**src/rtl/ldc_params.svh**
```systemverilog
// Constants of the LED driver control block: timing, layout, offsets.
// Assumes a 25 MHz system clock; included by the package and modules.
`ifndef LDC_PARAMS_SVH
`define LDC_PARAMS_SVH
`define LDC_CLK_NS 40
`define LDC_DET_NS 1000
`define LDC_DET_CYC ((`LDC_DET_NS + `LDC_CLK_NS - 1) / `LDC_CLK_NS)
`define LDC_STEP_NS 20
`define LDC_SPAN_NS 300
`define LDC_SPAN_CYC (`LDC_SPAN_NS / `LDC_CLK_NS)
`define LDC_NCH 16
`define LDC_DOT_W 6
`define LDC_DOT_BITS 96
`define LDC_DOT_RST 6'h3F
`define LDC_GS_W 12
`define LDC_GS_MAX 12'hFFF
`define LDC_SID_W 192
`define LDC_SID_OT 16
`define LDC_SID_DOT 24
`define LDC_LEN_GS 8'hC0
`define LDC_LEN_DC 8'h60
`define LDC_PIN_BLANK 0
`define LDC_PIN_SCLK 1
`define LDC_PIN_GSCLK 2
`define LDC_PIN_LATCH 3
`define LDC_PIN_TEMP 4
`define LDC_PIN_DSEL 5
`define LDC_PIN_MODE 6
`define LDC_PIN_LOW 8
`define LDC_PIN_W 24
`define LDC_ADDR_W 8
`define LDC_OFF_STATUS 8'h00
`define LDC_OFF_MASK 8'h04
`define LDC_OFF_CTRL 8'h08
`define LDC_OFF_SID 8'h0C
`define LDC_OFF_STATE 8'h10
`define LDC_EV_OT 0
`define LDC_EV_OPEN 1
`define LDC_EV_CAP 2
`define LDC_EV_W 3
`define LDC_RESP_OKAY 2'h0
`define LDC_RESP_SLVERR 2'h2
`endif

```
**src/rtl/ldc_pkg.sv**
```systemverilog
// Types of the LED driver control block.
// Assumes ldc_params.svh is on the include path.
`include "ldc_params.svh"
package ldc_pkg;
	typedef enum logic [2:0] {
		LDC_MODE_GS = 3'h1,
		LDC_MODE_DC = 3'h2,
		LDC_MODE_PROG = 3'h4
	} ldc_mode_t;
	typedef struct packed {
		logic [`LDC_NCH-1:0][`LDC_SPAN_CYC:0] line;
		logic [`LDC_NCH-1:0][4:0] tmr;
		logic [`LDC_NCH-1:0] open;
	} ldc_stg_t;
	typedef struct packed {
		logic [`LDC_NCH-1:0][`LDC_DOT_W-1:0] mem;
		logic [`LDC_DOT_BITS-1:0] rd;
	} ldc_nv_t;
	typedef struct packed {
		logic [`LDC_PIN_W-1:0] s1;
		logic [`LDC_PIN_W-1:0] s2;
		logic [`LDC_PIN_W-1:0] s3;
		logic [`LDC_GS_W-1:0] gs_cnt;
		logic [`LDC_SID_OT:0] status_info_data;
		logic [`LDC_SID_W-1:0] sid_sh;
		logic fault;
		logic ot_prev;
		logic open_prev;
		logic nvw_prev;
		logic [`LDC_EV_W-1:0] status;
		logic [`LDC_EV_W-1:0] mask;
		logic inhibit;
		logic irq;
		logic bvalid;
		logic [1:0] bresp;
		logic rvalid;
		logic [1:0] rresp;
		logic [31:0] rdata;
	} ldc_top_t;
endpackage

```
**src/rtl/ldc_nvstore.sv**
```systemverilog
// Non-volatile dot value store, one entry per channel.
// Assumes a one-cycle write pulse from the block's own clock domain.
`timescale 1ns/100ps
`include "ldc_params.svh"
module ldc_nvstore (
	input wire logic clk,
	input wire logic reset_n,
	input wire logic wr,
	input wire logic [`LDC_DOT_BITS-1:0] wdata,
	output logic [`LDC_DOT_BITS-1:0] rdata
);
	ldc_pkg::ldc_nv_t q;
	ldc_pkg::ldc_nv_t d;

	always_comb begin
		d = q;
		if (wr) begin
			d.mem = wdata;
		end
		d.rd = q.mem;
	end

	always_ff @(posedge clk or negedge reset_n) begin
		if (!reset_n) begin
			q.mem <= {`LDC_NCH{`LDC_DOT_RST}};
			q.rd <= {`LDC_NCH{`LDC_DOT_RST}};
		end else begin
			q <= d;
		end
	end

	assign rdata = q.rd;
endmodule

```
**src/rtl/ldc_stagger.sv**
```systemverilog
// Staggered channel switching and open-LED detection per channel.
// Assumes requests already gated by inhibit and low inputs synchronised.
`timescale 1ns/100ps
`include "ldc_params.svh"
module ldc_stagger (
	input wire logic clk,
	input wire logic reset_n,
	input wire logic [`LDC_NCH-1:0] drive_req,
	input wire logic [`LDC_NCH-1:0] chan_low,
	output logic [`LDC_NCH-1:0] sink_on,
	output logic [`LDC_NCH-1:0] open_flag
);
	localparam logic [4:0] DET = 5'(`LDC_DET_CYC);
	ldc_pkg::ldc_stg_t q;
	ldc_pkg::ldc_stg_t d;

	function automatic int tap(input int ch);
		return (ch * `LDC_STEP_NS) / `LDC_CLK_NS;
	endfunction

	always_comb begin
		d = q;
		sink_on = '0;
		for (int i = 0; i < `LDC_NCH; i++) begin
			d.line[i] = {q.line[i][`LDC_SPAN_CYC-1:0], drive_req[i]};
			sink_on[i] = q.line[i][tap(i)];
			if (!sink_on[i]) begin
				d.tmr[i] = '0;
			end else if (q.tmr[i] != DET) begin
				d.tmr[i] = q.tmr[i] + 5'h01;
			end
			d.open[i] = sink_on[i] && q.tmr[i] == DET && chan_low[i];
		end
	end

	always_ff @(posedge clk or negedge reset_n) begin
		if (!reset_n) begin
			q <= '0;
		end else begin
			q <= d;
		end
	end

	assign open_flag = q.open;
endmodule

```
**src/rtl/ldc_top.sv**
```systemverilog
// Control logic of a 16-channel LED sink driver: fault line, status
// capture and readout, staggered switching, blanking and mode select.
// Assumes all pin inputs are asynchronous to clk and the grayscale
// comparator that forms drive_req runs on clk.
`timescale 1ns/100ps
`include "ldc_params.svh"
module ldc_top (
	input wire logic clk,
	input wire logic reset_n,
	input wire logic blank_pin,
	input wire logic gsclk,
	input wire logic sclk,
	input wire logic latch_strobe,
	input wire logic overtemp_in,
	input wire logic [1:0] mode_pin,
	input wire logic dot_source_select,
	input wire logic [`LDC_NCH-1:0] chan_low,
	input wire logic [`LDC_NCH-1:0] drive_req,
	input wire logic [`LDC_DOT_BITS-1:0] dot_reg_val,
	output logic [`LDC_NCH-1:0] channel_sink,
	output logic fault_out_n_o,
	output logic fault_out_n_oe,
	output logic overtemp_flag,
	output logic [`LDC_NCH-1:0] open_led_flag,
	output logic serial_shift_output,
	output logic [`LDC_DOT_BITS-1:0] dot_value,
	output logic dot_from_nv,
	output logic [7:0] shift_len,
	output logic [2:0] mode,
	output logic [`LDC_GS_W-1:0] gs_count,
	output logic irq,
	input wire logic [`LDC_ADDR_W-1:0] s_axi_awaddr,
	input wire logic [2:0] s_axi_awprot,
	input wire logic s_axi_awvalid,
	output logic s_axi_awready,
	input wire logic [31:0] s_axi_wdata,
	input wire logic [3:0] s_axi_wstrb,
	input wire logic s_axi_wvalid,
	output logic s_axi_wready,
	output logic [1:0] s_axi_bresp,
	output logic s_axi_bvalid,
	input wire logic s_axi_bready,
	input wire logic [`LDC_ADDR_W-1:0] s_axi_araddr,
	input wire logic [2:0] s_axi_arprot,
	input wire logic s_axi_arvalid,
	output logic s_axi_arready,
	output logic [31:0] s_axi_rdata,
	output logic [1:0] s_axi_rresp,
	output logic s_axi_rvalid,
	input wire logic s_axi_rready
);
	ldc_pkg::ldc_top_t q;
	ldc_pkg::ldc_top_t d;
	ldc_pkg::ldc_mode_t mode_sel;
	logic [`LDC_PIN_W-1:0] pins;
	logic [`LDC_NCH-1:0] gated_req;
	logic [`LDC_NCH-1:0] open_flags;
	logic [`LDC_DOT_BITS-1:0] nv_val;
	logic [`LDC_EV_W-1:0] ev;
	logic blank;
	logic ot;
	logic any_open;
	logic nvw;
	logic wr_go;
	logic rd_go;
	logic rd_clr;

	// ------------------------------------------------------------
	// Pin sampling
	// ------------------------------------------------------------
	always_comb begin
		pins = '0;
		pins[`LDC_PIN_BLANK] = blank_pin;
		pins[`LDC_PIN_SCLK] = sclk;
		pins[`LDC_PIN_GSCLK] = gsclk;
		pins[`LDC_PIN_LATCH] = latch_strobe;
		pins[`LDC_PIN_TEMP] = overtemp_in;
		pins[`LDC_PIN_DSEL] = dot_source_select;
		pins[`LDC_PIN_MODE+1:`LDC_PIN_MODE] = mode_pin;
		pins[`LDC_PIN_LOW+`LDC_NCH-1:`LDC_PIN_LOW] = chan_low;
	end

	// ------------------------------------------------------------
	// Mode decode
	// ------------------------------------------------------------
	// mode pin decode
	always_comb begin
		if (q.s2[`LDC_PIN_MODE+1]) begin
			mode_sel = ldc_pkg::LDC_MODE_PROG;
		end else if (q.s2[`LDC_PIN_MODE]) begin
			mode_sel = ldc_pkg::LDC_MODE_DC;
		end else begin
			mode_sel = ldc_pkg::LDC_MODE_GS;
		end
	end

	// ------------------------------------------------------------
	// Channel path
	// ------------------------------------------------------------
	// The software inhibit acts like the pin so a board without the
	// pin wired can still blank the outputs.
	assign blank = q.s2[`LDC_PIN_BLANK] | q.inhibit;
	// gate before the delay line
	// Gating ahead of the delay line costs up to eight cycles of light
	// after inhibit rises, but keeps a short pulse whole on every channel.
	assign gated_req = drive_req & ~{`LDC_NCH{blank}};

	ldc_stagger u_stagger (
		.clk(clk),
		.reset_n(reset_n),
		.drive_req(gated_req),
		.chan_low(q.s2[`LDC_PIN_LOW+`LDC_NCH-1:`LDC_PIN_LOW]),
		.sink_on(channel_sink),
		.open_flag(open_flags)
	);

	// ------------------------------------------------------------
	// Dot value source and store
	// ------------------------------------------------------------
	assign nvw = mode_sel == ldc_pkg::LDC_MODE_PROG && q.s2[`LDC_PIN_DSEL];

	ldc_nvstore u_nvstore (
		.clk(clk),
		.reset_n(reset_n),
		.wr(nvw & ~q.nvw_prev),
		.wdata(dot_reg_val),
		.rdata(nv_val)
	);

	assign dot_from_nv = ~q.s2[`LDC_PIN_DSEL];
	assign dot_value = dot_from_nv ? nv_val : dot_reg_val;
	assign shift_len = mode_sel == ldc_pkg::LDC_MODE_GS ?
		`LDC_LEN_GS : `LDC_LEN_DC;
	assign mode = mode_sel;

	// ------------------------------------------------------------
	// Events and bus handshakes
	// ------------------------------------------------------------
	assign ot = q.s2[`LDC_PIN_TEMP];
	assign any_open = |open_flags;
	assign wr_go = s_axi_awvalid & s_axi_wvalid & ~q.bvalid;
	assign rd_go = s_axi_arvalid & ~q.rvalid;
	assign rd_clr = rd_go && s_axi_araddr == `LDC_OFF_STATUS;

	always_comb begin
		ev = '0;
		ev[`LDC_EV_OT] = ot & ~q.ot_prev;
		ev[`LDC_EV_OPEN] = any_open & ~q.open_prev;
		ev[`LDC_EV_CAP] = ~q.s2[`LDC_PIN_LATCH] & q.s3[`LDC_PIN_LATCH];
	end

	// ------------------------------------------------------------
	// Next state
	// ------------------------------------------------------------
	always_comb begin
		d = q;
		// The first stage feeds only the second one.
		d.s1 = pins;
		d.s2 = q.s1;
		d.s3 = q.s2;
		d.ot_prev = ot;
		d.open_prev = any_open;
		d.nvw_prev = nvw;

		if (blank) begin
			d.gs_cnt = '0;
		end else if (q.s2[`LDC_PIN_GSCLK] && !q.s3[`LDC_PIN_GSCLK] &&
			q.gs_cnt != `LDC_GS_MAX) begin
			d.gs_cnt = q.gs_cnt + 12'h001;
		end

		d.fault = ot | (any_open & ~blank);

		if (ev[`LDC_EV_CAP]) begin
			d.status_info_data = {ot, open_flags};
			d.sid_sh = '0;
			d.sid_sh[`LDC_SID_OT:0] = {ot, open_flags};
			d.sid_sh[`LDC_SID_DOT+`LDC_DOT_BITS-1:`LDC_SID_DOT] = dot_value;
		end else if (q.s2[`LDC_PIN_SCLK] && !q.s3[`LDC_PIN_SCLK] &&
			mode_sel == ldc_pkg::LDC_MODE_GS) begin
			d.sid_sh = {q.sid_sh[`LDC_SID_W-2:0], 1'b0};
		end

		// A new event wins over the read that clears the old ones.
		d.status = (q.status & ~{`LDC_EV_W{rd_clr}}) | ev;

		if (q.bvalid && s_axi_bready) begin
			d.bvalid = 1'b0;
		end
		if (wr_go) begin
			d.bvalid = 1'b1;
			d.bresp = `LDC_RESP_OKAY;
			if (s_axi_awaddr == `LDC_OFF_MASK) begin
				if (s_axi_wstrb[0]) begin
					d.mask = s_axi_wdata[`LDC_EV_W-1:0];
				end
			end else if (s_axi_awaddr == `LDC_OFF_CTRL) begin
				if (s_axi_wstrb[0]) begin
					d.inhibit = s_axi_wdata[0];
				end
			end else if (s_axi_awaddr != `LDC_OFF_STATUS &&
				s_axi_awaddr != `LDC_OFF_SID &&
				s_axi_awaddr != `LDC_OFF_STATE) begin
				d.bresp = `LDC_RESP_SLVERR;
			end
		end
		d.irq = |(d.status & d.mask);

		if (q.rvalid && s_axi_rready) begin
			d.rvalid = 1'b0;
		end
		if (rd_go) begin
			d.rvalid = 1'b1;
			d.rresp = `LDC_RESP_OKAY;
			d.rdata = '0;
			if (s_axi_araddr == `LDC_OFF_STATUS) begin
				d.rdata[`LDC_EV_W-1:0] = q.status;
			end else if (s_axi_araddr == `LDC_OFF_MASK) begin
				d.rdata[`LDC_EV_W-1:0] = q.mask;
			end else if (s_axi_araddr == `LDC_OFF_CTRL) begin
				d.rdata[0] = q.inhibit;
			end else if (s_axi_araddr == `LDC_OFF_SID) begin
				d.rdata[`LDC_SID_OT:0] = q.status_info_data;
			end else if (s_axi_araddr == `LDC_OFF_STATE) begin
				d.rdata[`LDC_GS_W-1:0] = q.gs_cnt;
				d.rdata[14:12] = mode_sel;
				d.rdata[15] = q.fault;
				d.rdata[16] = blank;
			end else begin
				d.rresp = `LDC_RESP_SLVERR;
			end
		end
	end

	// ------------------------------------------------------------
	// State register
	// ------------------------------------------------------------
	always_ff @(posedge clk or negedge reset_n) begin
		if (!reset_n) begin
			q <= '0;
		end else begin
			q <= d;
		end
	end

	// ------------------------------------------------------------
	// Outputs
	// ------------------------------------------------------------
	// Open drain: the line is only ever pulled low, never driven high.
	assign fault_out_n_o = 1'b0;
	assign fault_out_n_oe = q.fault;
	assign overtemp_flag = ot;
	assign open_led_flag = open_flags;
	assign serial_shift_output = q.sid_sh[`LDC_SID_W-1];
	assign gs_count = q.gs_cnt;
	assign irq = q.irq;
	assign s_axi_awready = wr_go;
	assign s_axi_wready = wr_go;
	assign s_axi_bvalid = q.bvalid;
	assign s_axi_bresp = q.bresp;
	assign s_axi_arready = rd_go;
	assign s_axi_rvalid = q.rvalid;
	assign s_axi_rresp = q.rresp;
	assign s_axi_rdata = q.rdata;
endmodule

```
**config.mk**
```make
export PLATFORM = sky130hd
export DESIGN_NAME = ldc_top
export DESIGN_NICKNAME = d
export VERILOG_FILES = /design/src/rtl/ldc_pkg.sv /design/src/rtl/ldc_nvstore.sv /design/src/rtl/ldc_stagger.sv /design/src/rtl/ldc_top.sv
export VERILOG_INCLUDE_DIRS = /design/src /design/src/rtl
export SDC_FILE = /design/constraint.sdc
export NUM_CORES = 1
export LEC_CHECK = 0
export ABC_AREA = 0
export BUFFER_PORTS_ARGS = -buffer_cell sky130_fd_sc_hd__buf_2
export CAP_MARGIN = 5
export CORE_AREA = 2 2 223 225
export DETAILED_ROUTE_END_ITERATION = 10
export DIE_AREA = 0 0 225 227
export PLACE_DENSITY = 0.89
export SLEW_MARGIN = 10
export SYNTH_ARGS = -nofsm -noshare
export SYNTH_HDL_FRONTEND = slang
export SYNTH_HIERARCHICAL = 1
export SYNTH_SLANG_ARGS = --single-unit
```
**constraint.sdc**
```tcl
create_clock -name clk -period 2.7 [get_ports clk]
set_input_delay 0.54 -clock clk [delete_from_list [all_inputs] [get_ports clk]]
set_output_delay 0.54 -clock clk [all_outputs]
set_load 0.01 [all_outputs]
```
Word level (Yosys, flattened, before mapping) --
Cells that the tools add are included.
Cells by class: $add $sub $neg 17, multipliers 0, div/mod/pow operators 0, order comparisons 0, equality and inequality tests 59, shift-type cells 0, muxes and demuxes 66, bitwise logic cells 25, reductions and logical operators 53
Operators by type and width (number):
- $mux 192 | 2
- $mux 5 | 32
- $mux 96 | 1
- $add 5x1->5 const B | 16
- $eq 5x5->1 const B | 16
- $ne 5x5->1 const B | 16
- $logic_and 1x1->1 | 42
- $mux 35 | 1
- $mux 17 | 2
- $ne 2x2->1 const B | 16
- $mux 14 | 2
- $eq 8x4->1 const B | 3
- $mux 12 | 2
- $mux 2 | 9
- $mux 3 | 6
- $and 16x16->16 | 1
- $eq 8x3->1 const B | 2
- $mux 16 | 1
- $not 16->16 | 1
- $reduce_or 16->1 | 1
- $add 12x1->12 const B | 1
- $ne 12x12->1 const B | 1
- $not 1->1 | 9
- $and 1x1->1 | 8
- 18 further kinds | 29
Word-level totals: bits in registers 668, latch bits 0, bits in writable memories 0, bits in read-only memories 0, input bits 201, output and inout port bits 198, word-level logic and storage cells 289, memories 0

Depth between registers and ports, before layout --
Gate-level depths: netlist (run 1).
depth after elaboration 8, depth in mapped cells 9, depth with buffers taken out 6

By module --
The synthesis (run 1) kept the hierarchy.
Modules (own cells, without submodules):
- ldc_top | instances 1, cells each 1471, area an instance 13947.1 µm², seq. area each 7632.3 µm²
- ldc_stagger | instances 1, cells each 552, area an instance 7084.3 µm², seq. area each 4204.0 µm²
- ldc_nvstore | instances 1, cells each 299, area an instance 6407.4 µm², seq. area each 5044.8 µm²

Least setup slack after synthesis (run 1) --
No wires, ideal clock.
kind in2reg, start point in s_axi_awaddr[0], end point reg q (netlist bit irq), arrival 2.142 ns, data required time 2.574 ns, setup slack 0.432 ns, stages 5, cells stage by stage or4_1 -> nor4_4 -> mux2_2 -> a21boi_1 -> a221o_1
RTL lines:
- start, declared | line ldc_top.sv:32 | input wire logic [`LDC_ADDR_W-1:0] s_axi_awaddr,
- end signal, assigned | line ldc_top.sv:240 | q <= '0;
- end signal, assigned | line ldc_top.sv:242 | q <= d;
- end, declared | line ldc_top.sv:52 | ldc_pkg::ldc_top_t q;

Worst setup path in the final report (run 1) --
start point reg q (netlist bit d[276]), end point out dot_value[8]
On the way: cells in the longest elaborated chain, start to end 1
Ends and longest elaborated chain:
- $mux 96 | line ldc_top.sv:131 | assign dot_value = dot_from_nv ? nv_val : dot_reg_val;
- end, declared | line ldc_top.sv:26 | output logic [`LDC_DOT_BITS-1:0] dot_value,
No other way between the ends.

==> impl_results.md, run 1 <==
- R2R depth: 6
- Static leakage: 14.7 nW
- Post-Synth Adder-Cell Area: 1.50%
- Global-route wire length before repair: 98200 um
- Clock Latency Late Sink: 0.60 ns
- Share of post-route cells with drive strength above 1: 34.9%
- Sequential area share after synthesis: 61.5%
- Achievable frequency: 385 MHz
- Vias in the first global route: 19000
- WS Path Type: reg2out
- Total Power: 23.6 mW
- Status: completed
- Nets@finish: 2819
- Dpl cell area: 29400 sq um
- Design area: 31700 sq um
- Worst slack at placement: 0.160 ns
- Port-buffer cells: 336
- Reg clk slew, reported paths: 0.06 ns
- Hold Violations, Final: 0
- CP Launch Type: register
- Post-route DRC: 0
- Post-synthesis simple-gate area fraction: 14.0%
- Min-Delay Path Depth: 1
- CP Max Fanout: 42
- Cell variety after synth: 57
- CP Cell Sequence: buf_12 -> mux2_2 -> buf_2
- Largest net degree at the start of global routing: 80
- Worst vdd ir: 0.749 mV
- Slowest cell on the critical path: dfrtp_4
- Worst-margin pin slew: 0.893 ns
- Largest family of logic cells by synthesized area: simple AND/OR/NAND/NOR gates
- Worst Setup SP: d[276]
- RSZ-0062 raised after global routing: no
- Sink Count: 665
- Clk root buf: clkbuf_16
- Post-route ant nets: 0
- Arr. time, crit path: 2.05 ns
- Placed Cells: 3133
- Final period util: 96.1%
- Via count: 18200
- Syn_area_per_cell: 11.8 sq um
- Routed WL: 61600 um
- Setup TNS Final: 0 ns
- Core ar.: 48500 sq um
- Vias per cell: 5.56
- CP bufs+invs: 2
- Std-Cell Rows: 81
- Detailed Place HPWL: 40000 um
- Total GRT Usage: 24.1%
- I/O pin total: 399
- Drt initial violations: 1454
- Critical Path RT: 2.16 ns
- Post-Synthesis Cell Area: 27400 sq um
- Slew Limit Fails: 0
- Worst R2R Start: gs_count[1]
- CP delay by family, top: flip-flops
- Yosys warnings: 6
- Compound-Gate Fraction of Synth Area: 5.02%
- Crit end category: primary output
- Post-synthesis mux area share: 12.1%
- Pwr per Cell Area: 743 nW/um^2
- First-pass detailed-route iteration total: 6
- Die height: 227 um
- Hold Path Origin: overtemp_in
- FF+latch count, synth: 665
- Die Wd: 225 um
- Grt ovf: 0
- CTS tree: built
- Layout Cells excl Fill: 3269
- Initial core utilization: 56.5%
- Max Cap Viol: 0
- Slew margin rel.: 38.9%
- Die area: 51100 sq um
- Hold slack: 0.0451 ns
- Slowest stage delay, CP: 0.58 ns
- Bufs on Longest Clock Path: 3
- CTS Buf Count: 70
- Final setup margin: 0.105 ns
- Critical Path Stages: 3
- Synth Area in XOR/XNOR: 0.734%
- Mapped Cells: 2322
- Finished Core Util: 65.3%
- Worst hold path class: in2reg
- H-tree levels: 3
- CTS resizes: 0
- GPL Wtd Cong: 0.887
- Initial antenna violation count: 8
- Tmin final: 2.59 ns
- Synth-to-Final Area Change: 15.6%
- # setup viols final: 0
- Post-DR wirelength/cell: 18.9 um
- Skew final: 0.0195 ns
[worst paths after layout]
kind / end / slack [ns]
worst max register to register: gs_count[11] / 0.30
worst max-delay path: dot_value[8] / 0.11
worst min-delay path: d[299] / 0.05
max in group asynchronous: u_nvstore/rdata[20] / 1.28
min in group asynchronous: u_stagger/d[171] / 0.48
worst min register to register: d[278] / 0.34
[layer usage]
layer	wire [um]	global-route usage (%)	up-vias
li1	-	-	8179
met1	24000	29.5	9119
met2	31400	40.9	655
met3	3270	5.07	212
met4	3010	12.3	0
met5	0	0	-
[synthesized netlist by cell type (all sizes together)]
library cell / number / area, sq um
a2111oi: 2 / 17.5
a211oi: 3 / 22.5
a21boi: 1 / 7.51
a21o: 1 / 7.51
a21oi: 88 / 440
a221o: 1 / 10.0
a31o: 1 / 8.76
a31oi: 98 / 613
a32oi: 2 / 17.5
and2: 17 / 106
and2b: 1 / 7.51
and3: 18 / 113
and4: 1 / 8.76
and4b: 16 / 218
buf: 144 / 1020
clkbuf: 72 / 272
conb: 2 / 7.51
dfrtp: 473 / 11800
dfstp: 192 / 5040
ha: 33 / 413
inv: 26 / 97.6
mux2: 196 / 2360
mux2i: 96 / 961
nand2: 498 / 1870
nand2b: 68 / 425
nand3: 40 / 200
nand3b: 4 / 30.0
nand4: 3 / 18.8
nor2: 117 / 439
nor2b: 2 / 12.5
nor3: 2 / 10.0
nor3b: 17 / 213
nor4: 12 / 105
o211a: 1 / 10.0
o21a: 1 / 7.51
o21ai: 39 / 199
o221ai: 1 / 8.76
o31ai: 1 / 7.51
or2: 2 / 12.5
or3: 4 / 31.3
or4: 2 / 18.8
or4bb: 1 / 11.3
xnor2: 23 / 201
[what timing repair did]
item	4_1_cts	5_1_grt
setup buffers	1	0
endpoints found under the hold margin	37	0
setup endpoints to repair	10	0
hold buffers	1	0
[placed cells by master (no fill, tap or decap), types with 3 or more instances in the layout]
cell type	n
and2_1	17
conb_1	24
a31oi_1	98
clkbuf_8	12
buf_12	23
a211oi_1	3
dfstp_2	192
xnor2_1	23
nor4_1	10
clkinv_2	9
nand3_1	40
o21ai_0	34
diode_2	8
mux2_2	156
mux2i_1	96
nor3b_2	16
ha_1	33
and3_1	18
a21oi_1	88
nand2_1	498
nand4_1	3
dfrtp_1	472
mux2_4	40
o21ai_1	4
nor2_1	117
buf_2	335
nand2b_1	67
and4b_4	15
buf_4	24
clkbuf_16	74
inv_1	26
nand3b_1	4
bufinv_16	3
clkbuf_1	22
clkinv_4	3
[area by class of cell]
cell class              count  area [sq um]
diodes                      8          20.0
well taps                 622           778
multi-input cells        1437          9280
flip-flops and latches    665         16900
clock inverters            18           199
fillers                  3364         16800
inverters                  26          97.6
repair buffers            385          2350
clock buffers             108          2100
[cell families (layout without fill, tap and decap cells)]
group                    Yosys count  in the layout
AND/OR/NAND/NOR                  825            825
flip-flops                       665            665
multiplexers                     292            292
XOR/XNOR                          23             23
other                              2             32
adder cells (fa/ha/maj)           33             33
AO/OA/AOI/OAI                    240            240
buffers and inverters            242            537
[worst register-to-register path, stage by stage (launching register included)]
cell	delay (ns)
dfrtp_1	0.53
ha_1	0.30
inv_1	0.08
nor4_1	0.64
a2111oi_0	0.35
nand4_1	0.19
mux2i_1	0.21
[power breakdown]
group          switching, mW  total [mW]  internal (mW)
registers              0.504        11.8           11.3
clock network           3.88        9.55           5.67
logic                   1.22        2.26           1.03
[flip-flops by register name, summed over array words and instances, names as in the netlist]
register,count
q,221
u_nvstore/d,96
u_nvstore/rdata,96
u_stagger/q,80
u_stagger/d,56
d,47
s_axi_rdata,17
u_stagger/open_flag,16
u_stagger/sink_on,16
gs_count,12
fault_out_n_oe,1
irq,1
overtemp_flag,1
s_axi_bresp,1
s_axi_bvalid,1
s_axi_rresp,1
s_axi_rvalid,1
serial_shift_output,1
(Power assumes the default switching activity.)
==> inputs of run 2 (changes only) <==
--- a/config.mk
+++ b/config.mk
@@ -9,10 +9,10 @@
 export ABC_AREA = 0
 export BUFFER_PORTS_ARGS = -buffer_cell sky130_fd_sc_hd__buf_2
 export CAP_MARGIN = 5
-export CORE_AREA = 2 2 223 225
+export CORE_AREA = 2 2 265 267
 export DETAILED_ROUTE_END_ITERATION = 10
-export DIE_AREA = 0 0 225 227
-export PLACE_DENSITY = 0.89
+export DIE_AREA = 0 0 267 269
+export PLACE_DENSITY = 0.69
 export SLEW_MARGIN = 10
 export SYNTH_ARGS = -nofsm -noshare
 export SYNTH_HDL_FRONTEND = slang
==> impl_results.md, run 2 (synthesized netlist as in run 1, its figures left out) <==
- Status: completed (unchanged)
- CTS tree: built (unchanged)
- Post-DR wirelength/cell: 16.7 um (was 18.9 um)
- Slew margin rel.: 42.9% (was 38.9%)
- H-tree levels: 3 (unchanged)
- Hold Path Origin: chan_low[4] (was overtemp_in)
- Psw: 5.79 mW (was 5.60 mW)
- Synth-to-Final Area Change: 18.3% (was 15.6%)
- CP Launch Type: register (unchanged)
- Initial antenna violation count: 7 (was 8)
- Initial core utilization: 39.6% (was 56.5%)
- Post-route ant nets: 0 (unchanged)
- Reg with most FFs: q (unchanged)
- First-pass detailed-route iteration total: 7 (was 6)
- Worst hold path class: in2reg (unchanged)
- Final period util: 95.4% (was 96.1%)
- CP Max Fanout: 29 (was 42)
- Clock Latency Late Sink: 0.61 ns (was 0.60 ns)
- Post-route DRC: 0 (unchanged)
- Reg power frac: 48.8% (was 49.9%)
- Slew Limit Fails: 0 (unchanged)
- Core ar.: 69300 sq um (was 48500 sq um)
- Port-buffer cells: 336 (unchanged)
- Slowest stage delay, CP: 0.55 ns (was 0.58 ns)
- Global routing's busiest layer: met2 (unchanged)
- Switching Share: 24.1% (was 23.8%)
- Detailed Place HPWL: 40300 um (was 40000 um)
- Worst slack at placement: 0.216 ns (was 0.160 ns)
- Met2 Track Usage GR: 27.4% (was 40.9%)
- Sink Count: 665 (unchanged)
- WS Path Type: reg2out (unchanged)
- Std-Cell Rows: 97 (was 81)
- Power share of the clock group: 41.8% (was 40.5%)
- CP Cell Sequence: buf_8 -> mux2_2 -> buf_2 (was buf_12 -> mux2_2 -> buf_2)
- Largest net degree at the start of global routing: 125 (was 80)
- Die Wd: 267 um (was 225 um)
- Finished Core Util: 46.8% (was 65.3%)
- Arr. time, crit path: 2.04 ns (was 2.05 ns)
- Nets@finish: 2838 (was 2819)
- Layout Cells excl Fill: 3603 (was 3269)
- Achievable frequency: 388 MHz (was 385 MHz)
- Worst-margin pin slew: 0.855 ns (was 0.893 ns)
- Worst R2R Start: d[278] (was gs_count[1])
- Worst vdd ir: 0.739 mV (was 0.749 mV)
- Dpl cell area: 29800 sq um (was 29400 sq um)
- Drt initial violations: 1124 (was 1454)
- Max Cap Viol: 0 (unchanged)
- Most frequent cells in the layout: nand2_1 (498), dfrtp_1 (472), buf_2 (335) (unchanged)
- I/O pin total: 399 (unchanged)
- Hold Violations, Final: 0 (unchanged)
- Die area: 71800 sq um (was 51100 sq um)
- Slowest cell on the critical path: dfrtp_4 (unchanged)
- Total Power: 24.0 mW (was 23.6 mW)
- Vias per cell: 4.92 (was 5.56)
- GR Util met1: 21.2% (was 29.5%)
- Static leakage: 14.9 nW (was 14.7 nW)
- Setup TNS Final: 0 ns (unchanged)
- Design area: 32500 sq um (was 31700 sq um)
- Grt ovf: 0 (unchanged)
- Number of flip-flops in the largest register: 221 (unchanged)
- RSZ-0062 raised after global routing: no (unchanged)
- # setup viols final: 0 (unchanged)
- Total GRT Usage: 16.5% (was 24.1%)
- Via count: 17700 (was 18200)
- Crit end category: primary output (unchanged)
- Internal Power: 18.2 mW (was 18.0 mW)
- Skew final: 0.0171 ns (was 0.0195 ns)
- Routed WL: 60200 um (was 61600 um)
- Reg clk slew, reported paths: 0.06 ns (about the same)
- Hold slack: 0.0400 ns (was 0.0451 ns)
- Combinational share of power: 9.4% (was 9.6%)
- Share of post-route cells with drive strength above 1: 35.5% (was 34.9%)
- Critical Path RT: 2.16 ns (about the same)
- Final setup margin: 0.123 ns (was 0.105 ns)
- Die height: 269 um (was 227 um)
- GPL Wtd Cong: 0.821 (was 0.887)
- Placed Cells: 3455 (was 3133)
- Commonest non-fill, non-tap cell in the layout: nand2_1 (unchanged)
- Clk root buf: clkbuf_16 (unchanged)
- Pwr per Cell Area: 740 nW/um^2 (was 743 nW/um^2)
- CTS Buf Count: 72 (was 70)
- Vias in the first global route: 18000 (was 19000)
- Global-route wire length before repair: 95500 um (was 98200 um)
- GRT met3 Usage: 2.97% (was 5.07%)
- Tmin final: 2.58 ns (was 2.59 ns)
- Worst Setup SP: d[276] (unchanged)
- Bufs on Longest Clock Path: 3 (unchanged)
[run 2: changes by cell type in the layout (fill, tap and decap cells not counted), sizes merged]
cell         before  now
dlygate4sd3       1   14
clkbuf          108   99
clkinv           12   19
diode             8    4
buf             384  387
clkinvlp          0    3
inv              29   31
bufinv            3    4
[run 2: worst max-delay path, delay by kind of cell, from the launching register on]
family	cells	cell delay [ns]
flops	1	0.55
buf+inv	2	0.44
mux	1	0.41
[run 2: final timing paths]
check	end	cells past startpoint	slack, ns
worst max-delay path	dot_value[92]	3	0.12
worst min-delay path	d[307]	1	0.04
worst max register to register	q[152]	7	0.55
worst min register to register	d[286]	0	0.34
max in group asynchronous	u_nvstore/rdata[66]	4	1.21
min in group asynchronous	u_stagger/d[177]	2	0.51
[run 2: timing repair]
item / 4_1_cts / 5_1_grt
setup endpoints to repair: 23 / 26
buffers inserted: 0 / 0
hold endpoints to repair: 66 / 0
gates resized for setup: 1 / 2
hold buffers: 14 / 0
cloned: 0 / 1
[run 2: power by group through the flow]
stage | Clock (mW) | Combinational (mW) | Sequential [mW]
2_1_floorplan | 0 | 1.43 | 11.7
3_3_place_gp | 0 | 2.18 | 11.8
3_5_place_dp | 0 | 2.25 | 11.9
4_1_cts | 10.3 | 2.28 | 11.7
5_1_grt | 10.8 | 2.49 | 11.8
6_report | 10.0 | 2.25 | 11.7
[run 2: area by class of cell]
class                   instances  area (sq um)
diodes                          4          10.0
inverters                      26          97.6
well taps                     940          1180
repair buffers                402          2530
clock buffers                  98          2100
clock inverters                31           369
multi-input cells            1437          9280
flip-flops and latches        665         16900
fillers                      6127         36800
[run 2: routing by layer]
| metal | share of wire, % | wire [um] | up-vias |
|---|---|---|---|
| met2 | 50 | 30000 | 396 |
| li1 | - | - | 8229 |
| met3 | 4.6 | 2790 | 106 |
| met4 | 3.0 | 1800 | 6 |
| met5 | 0.057 | 34 | - |
| met1 | 42 | 25500 | 8980 |
==> inputs of run 3 (changes only) <==
==> constraint.sdc (replaced) <==
create_clock -name clk -period 2.7 [get_ports clk]
set_input_delay 0.27 -clock clk [delete_from_list [all_inputs] [get_ports clk]]
set_output_delay 0.27 -clock clk [all_outputs]
set_load 0.005 [all_outputs]
==> impl_results.md, run 3 (synthesized netlist as in run 1, its figures left out) <==
- Worst-margin pin slew: 0.871 ns (was 0.855 ns)
- Achievable frequency: 405 MHz (was 388 MHz)
- Commonest non-fill, non-tap cell in the layout: nand2_1 (unchanged)
- CP Cell Sequence: buf_12 -> mux2_2 -> buf_2 (was buf_8 -> mux2_2 -> buf_2)
- Total GRT Usage: 17.1% (was 16.5%)
- Nets@finish: 2969 (was 2838)
- Drt initial violations: 1081 (was 1124)
- Hold Violations, Final: 0 (unchanged)
- Max Cap Viol: 0 (unchanged)
- Global-route wire length before repair: 98900 um (was 95500 um)
- Post-route DRC: 0 (unchanged)
- Via count: 18300 (was 17700)
- Share of post-route cells with drive strength above 1: 33.8% (was 35.5%)
- CP delay by family, top: flip-flops (unchanged)
- Sink Count: 665 (unchanged)
- Vias in the first global route: 18900 (was 18000)
- Initial antenna violation count: 0 (was 7)
- # diodes: 0 (was 4)
- Final period util: 91.4% (was 95.4%)
- WS Path Type: reg2out (unchanged)
- Layout Cells excl Fill: 3734 (was 3603)
- Reg power frac: 47.6% (was 48.8%)
- Detailed Place HPWL: 40200 um (was 40300 um)
- CP bufs+invs: 2 (unchanged)
- Crit end category: primary output (unchanged)
- Clock Latency Late Sink: 0.61 ns (about the same)
- Grt ovf: 0 (unchanged)
- Std-Cell Rows: 97 (unchanged)
- Core ar.: 69300 sq um (unchanged)
- Vias per cell: 4.90 (was 4.92)
- Slowest cell on the critical path: dfrtp_4 (unchanged)
- Total Power: 24.6 mW (was 24.0 mW)
- Combinational share of power: 9.3% (was 9.4%)
- Die Wd: 267 um (unchanged)
- Die height: 269 um (unchanged)
- Routed WL: 62200 um (was 60200 um)
- Psw: 5.83 mW (was 5.79 mW)
- Worst vdd ir: 0.465 mV (was 0.739 mV)
- I/O pin total: 399 (unchanged)
- Status: completed (unchanged)
- CTS Buf Count: 73 (was 72)
- Post-route ant nets: 0 (unchanged)
- Reg clk slew, reported paths: 0.06 ns (about the same)
- Setup TNS Final: 0 ns (unchanged)
- Skew final: 0.0201 ns (was 0.0171 ns)
- Switching Share: 23.7% (was 24.1%)
- CTS tree: built (unchanged)
- Synth-to-Final Area Change: 23.3% (was 18.3%)
- Slew Limit Fails: 0 (unchanged)
- Largest net degree at the start of global routing: 113 (was 125)
- First-pass detailed-route iteration total: 6 (was 7)
- Post-DR wirelength/cell: 16.7 um (about the same)
- Port-buffer cells: 336 (unchanged)
- CP Max Fanout: 49 (was 29)
- Bufs on Longest Clock Path: 3 (unchanged)
- RSZ-0062 raised after global routing: no (unchanged)
- Worst hold path class: in2reg (unchanged)
- Die area: 71800 sq um (unchanged)
- Power share of the clock group: 43.0% (was 41.8%)
- GPL Wtd Cong: 0.838 (was 0.821)
- Number of flip-flops in the largest register: 221 (unchanged)
- Slowest stage delay, CP: 0.65 ns (was 0.55 ns)
- Static leakage: 15.5 nW (was 14.9 nW)
- Most frequent cells in the layout: nand2_1 (498), dfrtp_1 (472), buf_2 (335) (unchanged)
- Internal Power: 18.8 mW (was 18.2 mW)
- H-tree levels: 3 (unchanged)
- Hold slack: 0.0545 ns (was 0.0400 ns)
- Placed Cells: 3454 (was 3455)
- CP Launch Type: register (unchanged)
- Critical Path RT: 2.43 ns (was 2.16 ns)
- Tmin final: 2.47 ns (was 2.58 ns)
- Initial core utilization: 39.6% (unchanged)
- Clk root buf: clkbuf_16 (unchanged)
- Reg with most FFs: q (unchanged)
- Slew margin rel.: 41.9% (was 42.9%)
- Arr. time, crit path: 2.20 ns (was 2.04 ns)
- Pwr per Cell Area: 728 nW/um^2 (was 740 nW/um^2)
- # setup viols final: 0 (unchanged)
run 3: power by group through the flow:
stage | combinational (mW) | clock [mW] | sequential, mW
6_report | 2.30 | 10.6 | 11.7
3_5_place_dp | 2.12 | 0 | 11.9
5_1_grt | 2.54 | 11.3 | 11.8
4_1_cts | 2.31 | 10.9 | 11.7
2_1_floorplan | 1.32 | 0 | 11.7
3_3_place_gp | 2.07 | 0 | 11.8
run 3: worst paths after layout:
| kind | end | slack (ns) | startpoint | cells past startpoint |
|---|---|---|---|---|
| min in group asynchronous | q[48] | 0.25 | reset_n | 2 |
| max in group asynchronous | u_nvstore/rdata[84] | 1.47 | reset_n | 3 |
| min reg2reg | u_stagger/d[196] | 0.35 | u_stagger/d[195] | 0 |
| min | s_axi_rresp[1] | 0.05 | s_axi_araddr[4] | 3 |
| max | dot_value[1] | 0.23 | d[276] | 3 |
| max reg2reg | gs_count[7] | 0.57 | gs_count[0] | 8 |
run 3: per-stage QoR:
step	setup WS (ns)	area [sq um]	utilization [%]
final	0.233	33800	48.8
after CTS	0.0365	33800	48.8
after detailed placement	0.483	29700	42.9
after floorplan	0.518	27500	-
after global placement	0.526	29700	42.9
after global routing	0.161	33800	48.8
run 3: area by class of cell:
| cell class | count | area [sq um] |
|---|---|---|
| Fill cell | 5995 | 35500 |
| Sequential cell | 665 | 16900 |
| Multi-Input combinational cell | 1437 | 9280 |
| Timing Repair Buffer | 532 | 3760 |
| Clock buffer | 101 | 2130 |
| Tap cell | 940 | 1180 |
| Clock inverter | 33 | 495 |
| Inverter | 26 | 97.6 |
run 3: repair_timing:
item / CTS / global route
buffers inserted: 0 / 1
hold endpoints to repair: 179 / 0
resized for setup: 0 / 0
hold buffers: 145 / 0
endpoints found under the setup margin: 0 / 7
run 3: per-layer routing:
metal  wire length, um  global-route usage (%)  vias up
met5                 0                       0        -
met4              2330                    7.88        0
met3              3010                    3.42      138
met2             31100                    29.1      438
met1             25700                    21.0     9227
li1                  -                       -     8477
run 3: worst min-delay path, cell delays in order:
cell and delay [ns]:
buf_2 0.17, o21ai_0 0.10, a31oi_1 0.08
